===== src/hdl/strobe_pkg.sv =====
package strobe_pkg;

	// Memory cycle sequencing
	localparam int STEPS = 16;
	localparam int STEP_W = 4;
	localparam int ROW_STEPS = 5;
	localparam int WR_FIRST = 6;
	localparam int WR_LAST = 13;
	localparam int OE_FIRST = 6;
	localparam int OE_LAST = 15;

	// Local memory widths and the address bit shown late on the ROM select
	localparam int ADDR_W = 21;
	localparam int DATA_W = 16;
	localparam int ROM_LATE_BIT = 13;

	// Boot-code windows of the local memory map
	localparam logic [20:0] BOOT_LO_START = 21'h000010;
	localparam logic [20:0] BOOT_LO_END = 21'h00ffff;
	localparam logic [20:0] BOOT_HI_START = 21'h1f0000;
	localparam logic [20:0] BOOT_HI_END = 21'h1fffff;

	// Output reset values
	localparam logic STROBE_IDLE = 1'b1;
	localparam logic MEMBUS_RESET_INIT = 1'b0;

	typedef enum logic [1:0] {
		CYC_READ,
		CYC_WRITE,
		CYC_REFRESH,
		CYC_ID_READ
	} cycle_kind_t;

	typedef struct packed {
		cycle_kind_t kind;
		logic [ADDR_W-1:0] addr;
		logic [DATA_W-1:0] wdata;
	} mem_req_t;

	function automatic logic in_boot_range(input logic [ADDR_W-1:0] a);
		return (a >= BOOT_LO_START && a <= BOOT_LO_END) ||
			(a >= BOOT_HI_START && a <= BOOT_HI_END);
	endfunction : in_boot_range

	// Read of boot code from ROM: boot-source bit at 0 selects ROM
	function automatic logic rom_hit(input mem_req_t r, input logic boot_ram);
		return (r.kind == CYC_READ || r.kind == CYC_ID_READ) && !boot_ram &&
			in_boot_range(r.addr);
	endfunction : rom_hit

endpackage : strobe_pkg


===== src/hdl/phase_sequencer.sv =====
`timescale 1ns/1ps
module phase_sequencer #(
	parameter int STEPS = strobe_pkg::STEPS
) (
	input wire logic ref_clk_in, // 40 MHz clock
	input wire logic rstn_in, // Async reset, active low
	input wire logic ce_in, // Clock enable
	input wire logic start_in, // Begin a memory cycle
	output logic [strobe_pkg::STEP_W-1:0] step_out, // Current step
	output logic active_out // Cycle in progress
);
	import strobe_pkg::*;

	if (STEPS != (1 << STEP_W) || STEPS <= ROW_STEPS) begin : g_chk
		$error("phase_sequencer: STEPS must equal 2**STEP_W");
	end

	logic [STEP_W-1:0] step_reg, step_next;
	logic active_reg, active_next;

	always_comb begin
		step_next = step_reg;
		active_next = active_reg;
		if (start_in && !active_reg) begin
			step_next = '0;
			active_next = 1'b1;
		end else if (active_reg) begin
			step_next = STEP_W'(step_reg + 1'b1);
			if (step_reg == STEP_W'(STEPS - 1)) begin
				active_next = 1'b0;
			end
		end
	end

	always_ff @(posedge ref_clk_in or negedge rstn_in) begin
		if (!rstn_in) begin
			step_reg <= '0;
			active_reg <= 1'b0;
		end else if (ce_in) begin
			step_reg <= step_next;
			active_reg <= active_next;
		end
	end

	assign step_out = step_reg;
	assign active_out = active_reg;

endmodule : phase_sequencer


===== src/hdl/local_memory_strobe_control.sv =====
`timescale 1ns/1ps
module local_memory_strobe_control (
	input wire logic ref_clk_in, // 40 MHz clock
	input wire logic rstn_in, // Async reset, active low
	input wire logic ce_in, // Clock enable, freezes all state
	input wire logic req_valid_in, // Memory cycle request
	output logic req_ready_out, // Sequencer idle, request taken
	input wire strobe_pkg::mem_req_t req_in, // Kind, address, write data
	input wire logic boot_ram_bit_in, // Boot-source bit, 0 = ROM
	input wire logic adapter_reset_bit_in, // Adapter-reset control bit
	input wire logic system_reset_in, // System reset pin, active high
	output logic row_strobe_n, // Row strobe
	output logic mem_output_enable_n, // Memory output enable
	output logic mem_write_strobe_n, // Memory write strobe
	output logic refresh_indicator, // DRAM refresh in progress
	output logic rom_select_n, // ROM chip select / late A13
	output logic membus_reset_n, // Memory-bus reset for glue logic
	output logic row_phase_out, // Row address on the lines
	output logic [7:0] low_addr_data_bus, // Low address/data lines
	output logic [7:0] high_addr_data_bus // High address/data lines
);
	import strobe_pkg::*;

	logic [STEP_W-1:0] step;
	logic active;
	logic take;
	mem_req_t cycle_reg, cycle_next;
	logic sys_meta_reg, sys_sync_reg;
	logic row_reg, row_next;
	logic oe_n_reg, oe_n_next;
	logic wr_n_reg, wr_n_next;
	logic ref_reg, ref_next;
	logic rom_n_reg, rom_n_next;
	logic bus_rst_n_reg, bus_rst_n_next;
	logic [7:0] low_reg, low_next;
	logic [7:0] high_reg, high_next;

	assign take = req_valid_in && !active;
	assign req_ready_out = !active;

	phase_sequencer #(
		.STEPS(STEPS)
	) u_seq (
		.ref_clk_in(ref_clk_in),
		.rstn_in(rstn_in),
		.ce_in(ce_in),
		.start_in(take),
		.step_out(step),
		.active_out(active)
	);

	// Request held for the whole cycle
	always_comb begin
		cycle_next = take ? req_in : cycle_reg;
	end

	always_ff @(posedge ref_clk_in or negedge rstn_in) begin
		if (!rstn_in) begin
			cycle_reg <= '0;
		end else if (ce_in) begin
			cycle_reg <= cycle_next;
		end
	end

	// System reset is a pin: two flops before use
	always_ff @(posedge ref_clk_in or negedge rstn_in) begin
		if (!rstn_in) begin
			sys_meta_reg <= 1'b1;
			sys_sync_reg <= 1'b1;
		end else if (ce_in) begin
			sys_meta_reg <= system_reset_in;
			sys_sync_reg <= sys_meta_reg;
		end
	end

	// Strobes lag the step count by one edge, so every pin is a flop
	always_comb begin
		logic early;
		logic hit;
		early = 1'b0;
		hit = 1'b0;
		row_next = 1'b0;
		oe_n_next = STROBE_IDLE;
		wr_n_next = STROBE_IDLE;
		ref_next = 1'b0;
		rom_n_next = STROBE_IDLE;
		low_next = low_reg;
		high_next = high_reg;
		bus_rst_n_next = !(adapter_reset_bit_in || sys_sync_reg);
		if (active) begin
			early = step < STEP_W'(ROW_STEPS);
			hit = rom_hit(cycle_reg, boot_ram_bit_in);
			row_next = early;
			ref_next = cycle_reg.kind == CYC_REFRESH;
			if (early) begin
				// Row address, or refresh address, on the lines
				low_next = cycle_reg.addr[15:8];
				high_next = {3'h0, cycle_reg.addr[20:16]};
				rom_n_next = !hit;
			end else begin
				rom_n_next = cycle_reg.addr[ROM_LATE_BIT];
				if (cycle_reg.kind == CYC_WRITE) begin
					// Data stays put from step 5 to the end: covers both edges
					low_next = cycle_reg.wdata[7:0];
					high_next = cycle_reg.wdata[15:8];
				end else begin
					low_next = cycle_reg.addr[7:0];
					high_next = 8'h00;
				end
			end
			if (cycle_reg.kind == CYC_READ && !hit &&
				step >= STEP_W'(OE_FIRST) && step <= STEP_W'(OE_LAST)) begin
				oe_n_next = 1'b0;
			end
			if (cycle_reg.kind == CYC_WRITE &&
				step >= STEP_W'(WR_FIRST) && step <= STEP_W'(WR_LAST)) begin
				wr_n_next = 1'b0;
			end
		end
	end

	always_ff @(posedge ref_clk_in or negedge rstn_in) begin
		if (!rstn_in) begin
			row_reg <= 1'b0;
			oe_n_reg <= STROBE_IDLE;
			wr_n_reg <= STROBE_IDLE;
			ref_reg <= 1'b0;
			rom_n_reg <= STROBE_IDLE;
			bus_rst_n_reg <= MEMBUS_RESET_INIT;
			low_reg <= 8'h00;
			high_reg <= 8'h00;
		end else if (ce_in) begin
			row_reg <= row_next;
			oe_n_reg <= oe_n_next;
			wr_n_reg <= wr_n_next;
			ref_reg <= ref_next;
			rom_n_reg <= rom_n_next;
			bus_rst_n_reg <= bus_rst_n_next;
			low_reg <= low_next;
			high_reg <= high_next;
		end
	end

	// Row strobe low exactly while the row or refresh address is out
	assign row_strobe_n = !row_reg;
	assign row_phase_out = row_reg;
	assign mem_output_enable_n = oe_n_reg;
	assign mem_write_strobe_n = wr_n_reg;
	assign refresh_indicator = ref_reg;
	assign rom_select_n = rom_n_reg;
	assign membus_reset_n = bus_rst_n_reg;
	assign low_addr_data_bus = low_reg;
	assign high_addr_data_bus = high_reg;
endmodule : local_memory_strobe_control


===== config.mk =====
export PLATFORM = sky130hd
export DESIGN_NAME = local_memory_strobe_control
export DESIGN_NICKNAME = d
export VERILOG_FILES = /design/src/hdl/strobe_pkg.sv /design/src/hdl/phase_sequencer.sv /design/src/hdl/local_memory_strobe_control.sv
export SDC_FILE = /design/constraint.sdc
export NUM_CORES = 1
export LEC_CHECK = 0
export ABC_AREA = 1
export BUFFER_PORTS_ARGS = -buffer_cell sky130_fd_sc_hd__buf_2
export CORE_MARGIN = 3
export CORE_UTILIZATION = 47
export DETAILED_ROUTE_END_ITERATION = 12
export MAX_ROUTING_LAYER = met4
export PLACE_DENSITY_LB_ADDON = 0.08
export SETUP_SLACK_MARGIN = 0.15
export SYNTH_ARGS = -nofsm -noshare
export SYNTH_HDL_FRONTEND = slang
export SYNTH_SLANG_ARGS = --single-unit

===== constraint.sdc =====
create_clock -name ref_clk_in -period 1.4 [get_ports ref_clk_in]
set_input_delay 0.28 -clock ref_clk_in [delete_from_list [all_inputs] [get_ports ref_clk_in]]
set_output_delay 0.28 -clock ref_clk_in [all_outputs]
set_load 0.01 [all_outputs]

==> summary.txt, run 1 <==
CTS
  – CTS Buffer Depth: 2
  – Clock slew at reported path FFs: 0.07 ns
  – H-Tree Depth: 3
  – Root buffer cell: clkbuf_8
  – CTS Buf Count: 9
  – CTS tree: built
  – CTS sink count: 68
  – Clk_lat worst skew: 0.34 ns

Placement
  – Pre-CTS setup slack: 0.00103 ns
  – Placement Cell Area: 0.00359 mm²
  – HPWL after DPL: 5.00 mm
  – Routability cong.: 0.862
  – Cells after DPL: 501
  – IO buf count: 69

Power
  – Logic pwr share: 43.1%
  – Clock network fraction of total power: 16.3%
  – Leak: about 2.4 nW
  – Sw Ratio: about 37%
  – Seq pwr share: 40.5%
  – Psw: 3.14 mW
  – Pwr/cell area: between 1500 and 2000 mW/mm²
  – Max VDD drop: 0.987 mV
  – Pint: 5.32 mW
  – Design Power: 8.46 mW

Worst setup path
  – RR Endpoint: low_addr_data_bus[7]
  – Setup crit end: low_addr_data_bus[7]
  – R2R Setup Slk: 0.06 ns
  – Worst reg2reg path startpoint: u_seq.step_out[1]
  – WP data arrival: 1.56 ns
  – CP required: between 1.5 and 2 ns
  – Crit. End Element: register
  – Reg2reg path depth: 7
  – Worst Setup Start Kind: register
  – Crit path max fanout: 8
  – Critical Path Source: u_seq.step_out[1]
  – Crit Path Class: reg2reg

Floorplanning
  – Die Y: 86.9 µm
  – Die area: 0.00754 mm²
  – IO Pins: 70
  – Core area: 0.00613 mm²
  – Initial cell density of the core: 50.1%
  – Site Rows: 28
  – Die W: 86.9 µm

Timing
  – Worst-Margin Slew: 0.436 ns
  – Total negative slack: 0 ns
  – Final worst path period share: 95.5%
  – Max_slew headroom: 70.9%
  – Worst hold margin: 0.118 ns
  – RSZ-0062 raised after global routing: yes
  – Min setup slack post-route: about 0.063 ns
  – Final Max Tran Viols: 0
  – Fmax: ~750 MHz
  – Worst Skew: roughly 0.0067 ns
  – Endpoints failing setup: 0
  – Tmin final: roughly 1.3 ns
  – Fin. Hold Viols: 0

Global routing
  – Vias in the first global route: approximately 2.6k
  – Global Route Usage Sum: approximately a fifth
  – Number of antenna violations at the first check in global routing: 0
  – GR Overflow Total: 0
  – Pin count of the biggest net entering global routing: 29
  – First-pass GRT wire length: 11.8 mm

Final layout
  – Most frequent cells in the layout: 110 x nand2_1, 64 x buf_2, 62 x dfrtp_1
  – Nets: 517
  – ANT cells: 0
  – Final std cells w/o fill: 544
  – Layout area overhead: 43.6%
  – Layout cell share with drive strength beyond 1: around 44%
  – Largest register FFs: 39
  – FILL cells: 480
  – Commonest non-fill, non-tap cell in the layout: nand2_1
  – Post-layout util: 72.0%
  – Post-layout instance area: 0.00441 mm²
  – Multi-input logic area: 0.00141 mm²
  – Register Area: between 0.0015 and 0.002 mm²

Synthesis
  – Mux cell area share after synthesis: 0%
  – Synth Instances: 357
  – Synth Register Bits: 68
  – Syn nets: 410
  – Yosys Warn Count: 0
  – Post-synthesis compound-gate area fraction: 11.0%
  – Main combinational cell family by area after synthesis: simple AND/OR/NAND/NOR gates
  – Yosys cell types: 33
  – Synthesized cell area: 0.00307 mm²
  – Synth Area in Adders: roughly 2.9%
  – Post-synthesis sequential area ratio: between 50% and 60%
  – Area fraction in and, or, nand and nor cells after synthesis: around 23%
  – Synth Area per Inst: 8.61 µm²
  – XOR/XNOR Fraction of Synth Area: 0%

Routing
  – Initial drt markers: 78
  – Final ANT Viol Nets: 0
  – Post-Route WL: 7.57 mm
  – Wirelength per Cell: 13.9 µm
  – Via density: 5.01
  – DR pass1 iterations: 4
  – # DRC: 0
  – Via count: between 2k and 3k

Worst hold path
  – Hold/Removal Path Class: in2reg
  – Worst hold stages: 2

Outcome
  – Status: finished clean

Run
  – Max cap viols: 0
[how the worst min path moves through the flow]
stage	from	to	slack, ns
CTS	adapter_reset_bit_in	membus_reset_n	0.10
floorplan	rstn_in	cycle_reg[0]	-0.02
global placement	rstn_in	membus_reset_n	0.24
global route	adapter_reset_bit_in	membus_reset_n	0.11
detailed placement	rstn_in	membus_reset_n	0.24
finish	adapter_reset_bit_in	membus_reset_n	0.12
[worst max-delay path, stage by stage (launching register included)]
cell and delay, ns:
dfrtp_1 0.39, inv_2 0.10, ha_4 0.15, o21ai_4 0.09, buf_4 0.15, clkbuf_16 0.16, o21ai_2 0.12, nand2_1 0.06
[metal layers]
| layer | global-route usage, % | vias up | part of all wire (%) |
|---|---|---|---|
| li1 | - | 1338 | - |
| met5 | - | - | 0 |
| met2 | 32.0 | 60 | 50 |
| met3 | 4.26 | 10 | 3.8 |
| met1 | 27.5 | 1315 | 44 |
| met4 | 8.07 | 0 | 1.5 |
[cells by family (layout without fill, tap and decap cells)]
kind of cell / Yosys count / after routing
and+or+nand+nor: 178 / 178
AOI/OAI and AO/OA: 60 / 60
buffers and inverters: 44 / 156
adders and majority gates: 7 / 7
DFF: 68 / 68
[power by group through the flow]
stage	sequential [mW]	combinational, mW	clock, mW
3_5_place_dp	3.40	2.71	0
4_1_cts	3.38	2.99	1.41
5_1_grt	3.54	4.08	1.50
6_report	3.43	3.65	1.38
2_1_floorplan	3.45	1.69	0
3_3_place_gp	3.38	2.63	0
[synthesized netlist by cell type, drive strengths merged]
master	count	area [µm²]
a21oi	11	62.6
a22o	1	8.76
a31oi	1	6.26
a32oi	1	8.76
and2	1	6.26
and3	1	6.26
buf	12	105
clkbuf	2	8.75
clkinv	1	3.75
dfrtp	63	1580
dfstp	5	131
ha	7	87.6
inv	29	111
nand2	151	587
nand3	4	20.0
nand3b	1	7.51
nand4	1	6.26
nor2	19	78.8
o211ai	2	15.0
o21ai	42	221
o22ai	1	6.26
o31ai	1	7.51
[layout make-up]
type	count	area share (%)
inverter	30	3.09
timing repair buffer	110	20.3
sequential	68	38.7
tap	75	2.13
clock inverter	3	0.340
clock buffer	13	3.37
multi-input combinational	245	32.0
[what timing repair did]
item / 4_1_cts / 5_1_grt
hold buffers: 1 / 0
hold endpoints to repair: 14 / 0
buffers inserted: 8 / 11
gates cloned: 0 / 7
endpoints found under the setup margin: 25 / 58
resized for setup: 14 / 98
pin swaps: 4 / 26
No activity file was read; power rests on OpenSTA's default activity.
==> run 2, diff against run 1 <==
- ABC_AREA: 1 -> unset
- CAP_MARGIN: unset -> 20
==> summary.txt, run 2 <==
Routing
  – Via density: 5.27 (+5.3%)
  – Via count: 2,282 (-16%)
  – Initial drt markers: 82 (+5.1%)
  – Wirelength per Cell: 16.7 µm (+20%)
  – # DRC: 0 (unchanged)
  – Post-Route WL: 7.24 mm (-4.3%)
  – DR pass1 iterations: 4 (unchanged)
  – Final ANT Viol Nets: 0 (unchanged)

Floorplanning
  – Die area: 0.00784 mm² (+3.9%)
  – Die W: 88.5 µm (+1.9%)
  – Initial cell density of the core: 49.6% (-0.55 points)
  – Site Rows: 29 (+3.6%)
  – Core area: 0.00646 mm² (+5.3%)
  – Die Y: 88.5 µm (+1.9%)
  – IO Pins: 70 (unchanged)

Synthesis
  – Synth cell count leaders: 63 x dfrtp_1, 38 x mux2_4, 28 x nand2_1
  – Synth Area per Inst: 12.4 µm² (+44%)
  – Synth Instances: 259 (-27%)
  – Synth Register Bits: 68 (unchanged)
  – EDFF count, synth: 0 (unchanged)
  – Post-synth ARST share: 100% (unchanged)
  – Post-synthesis sequential area ratio: 53.3% (-2.2 points)
  – Synthesized cell area: 0.00320 mm² (+4.2%)
  – Yosys Warn Count: 0 (unchanged)
  – Yosys cell types: 36 (+9.1%)
  – Top cell type's share of synthesized area: 49.2% (-2.1 points)
  – Primary FF master, synth: dfrtp_1
  – Dominant cell by count in the synthesized netlist: dfrtp_1
  – Syn nets: 312 (-24%)
  – Largest cells by area after synthesis: dfrtp_1 49%, mux2_4 18%, dfstp_2 4.1%
  – Dominant cell type by area after synthesis: dfrtp_1

Timing
  – Fmax: 718 MHz (-4.0%)
  – Max_slew headroom: 76.0% (+5.0 points)
  – RSZ-0062 raised after global routing: yes
  – Fin. Hold Viols: 0 (unchanged)
  – Worst hold margin: 0.167 ns (+0.0490 ns)
  – Endpoints failing setup: 0 (unchanged)
  – Worst Skew: 0.00721 ns (+0.000524 ns)
  – Final worst path period share: 99.4% (+4.0 points)
  – Tmin final: 1.39 ns (+0.0553 ns)
  – Worst-Margin Slew: 0.361 ns (-0.0753 ns)
  – Final Max Tran Viols: 0 (unchanged)

Global routing
  – Number of antenna violations at the first check in global routing: 0 (unchanged)
  – GR Overflow Total: 0 (unchanged)
  – Global Route Usage Sum: 19.6% (-1.4 points)
  – First-pass GRT wire length: 11.2 mm (-4.7%)
  – Vias in the first global route: 2,316 (-9.2%)
  – Pin count of the biggest net entering global routing: 69 (+140%)

Final layout
  – Multi-input logic area: 0.00156 mm² (+10%)
  – Nets: 404 (-22%)
  – ANT cells: 0 (unchanged)
  – Largest register FFs: 39 (unchanged)
  – Post-layout instance area: 0.00437 mm² (-1.0%)
  – Register Area: 0.00171 mm² (about the same)
  – Commonest non-fill, non-tap cell in the layout: buf_2
  – Layout cell share with drive strength beyond 1: 56.2% (+12 points)
  – Most frequent cells in the layout: 65 x buf_2, 63 x dfrtp_1, 39 x mux2_4
  – FILL cells: 496 (+3.3%)
  – Layout area overhead: 36.3%

Power
  – Leak: 2.16 nW (-8.6%)
  – Pwr/cell area: 2390 mW/mm² (+24%)
  – Max VDD drop: 1.28 mV (+30%)

Worst setup path
  – Critical Path Source: u_seq.step_out[0]
  – Crit Path Class: reg2reg
  – Crit path max fanout: 8 (unchanged)
  – Worst Setup Start Kind: register
  – Worst reg2reg path startpoint: u_seq.step_out[0]
  – WP data arrival: 1.60 ns (+0.04 ns)
  – Crit. End Element: register
  – CP required: 1.61 ns (-0.02 ns)
  – R2R Setup Slk: 0.008 ns (-0.06 ns)

CTS
  – CTS Buf Count: 9 (unchanged)
  – Clk_lat worst skew: 0.33 ns (about the same)
  – H-Tree Depth: 3 (unchanged)
  – CTS Buffer Depth: 2 (unchanged)
  – CTS tree: built
  – Root buffer cell: clkbuf_8
  – Clock slew at reported path FFs: 0.08 ns (about the same)
  – CTS sink count: 68 (unchanged)

Worst hold path
  – Hold Startpoint: req_in[0]
  – Hold/Removal Path Class: in2reg

Placement
  – Placement Cell Area: 0.00376 mm² (+4.7%)
  – HPWL after DPL: 4.64 mm (-7.1%)
  – Routability cong.: 0.834 (-3.2%)
  – IO buf count: 69 (unchanged)

Outcome
  – Status: finished clean

Run
  – Max cap viols: 0 (unchanged)
## run 2: cell count changes in the layout (fill, tap and decap cells not counted), moves of 10 or more
cell     before  now
mux2_4        0   39
nand2_1     110   22
o21ai_1      11    1
o21ai_2      17    3
buf_4        23   13
nand2_2      24    5
nand2_4      16    1
inv_1        19    2
## run 2: cell type report
cell class                 count  area share, %
timing repair buffer          95           16.0
sequential                    68           39.1
tap                           77           2.21
inverter                       8          0.745
multi-input combinational    169           35.7
clock inverter                 3           2.06
clock buffer                  13           4.10
## run 2: path summary, 6_finish.rpt
kind                                          to  depth (start not counted)
setup / recovery            low_addr_data_bus[2]                          7
hold / removal                      cycle_reg[0]                          2
setup reg to reg            low_addr_data_bus[2]                          7
hold reg to reg            high_addr_data_bus[7]                          2
max in group asynchronous    mem_output_enable_n                          3
min in group asynchronous       u_seq.active_out                          3
## run 2: critical path, cell delays in order (launching register included)
cell,delay [ns]
dfrtp_1,0.37
inv_2,0.06
ha_4,0.17
inv_4,0.06
a21oi_4,0.06
buf_12,0.16
a211oi_1,0.29
o31ai_1,0.11
## run 2: metrics by stage
stage	utilization [%]	setup TNS [ns]	total power, mW	std cells	setup slack, ns
after global routing	67.6	-0.0859	11.1	433	-0.0606
final	67.6	0	10.4	433	0.00791
after floorplan	-	0	6.11	259	0.0560
after CTS	64.8	0	9.92	428	0.0512
after detailed placement	58.3	-0.00152	7.34	407	-0.00152
after global placement	58.3	0	7.25	407	0.0598
## run 2: routing by layer
metal / GRT usage [%] / wire, µm / up-vias
met3: 5.68 / 293 / 8
met1: 23.9 / 3200 / 1133
met5: - / 0 / -
li1: - / - / 1087
met4: 4.95 / 110 / 0
met2: 32.2 / 3640 / 54
## run 2: report_power, final
part           leakage [nW]  switching (mW)  internal [mW]
registers             0.822           0.752           2.92
clock network         0.136           0.718           1.38
logic                  1.20            2.04           2.61
total                  2.16            3.51           6.91
## run 2: what timing repair did
action                                 CTS  global route
pin swaps                               12            22
setup buffers                            3             3
hold buffers                             1             0
setup endpoints to repair               23            64
resized for setup                       23            35
gates cloned                             1             2
endpoints found under the hold margin   63             0
## run 2: logic make-up (layout without fill, tap and decap cells)
logic type | Yosys count | in the layout | share of synthesized area (%)
AOI/OAI and AO/OA | 40 | 40 | 8.75
adders and majority gates | 7 | 7 | 2.74
buffers and inverters | 22 | 119 | 4.34
DFF | 68 | 68 | 53.3
muxes | 43 | 43 | 19.5
and+or+nand+nor | 79 | 79 | 11.3
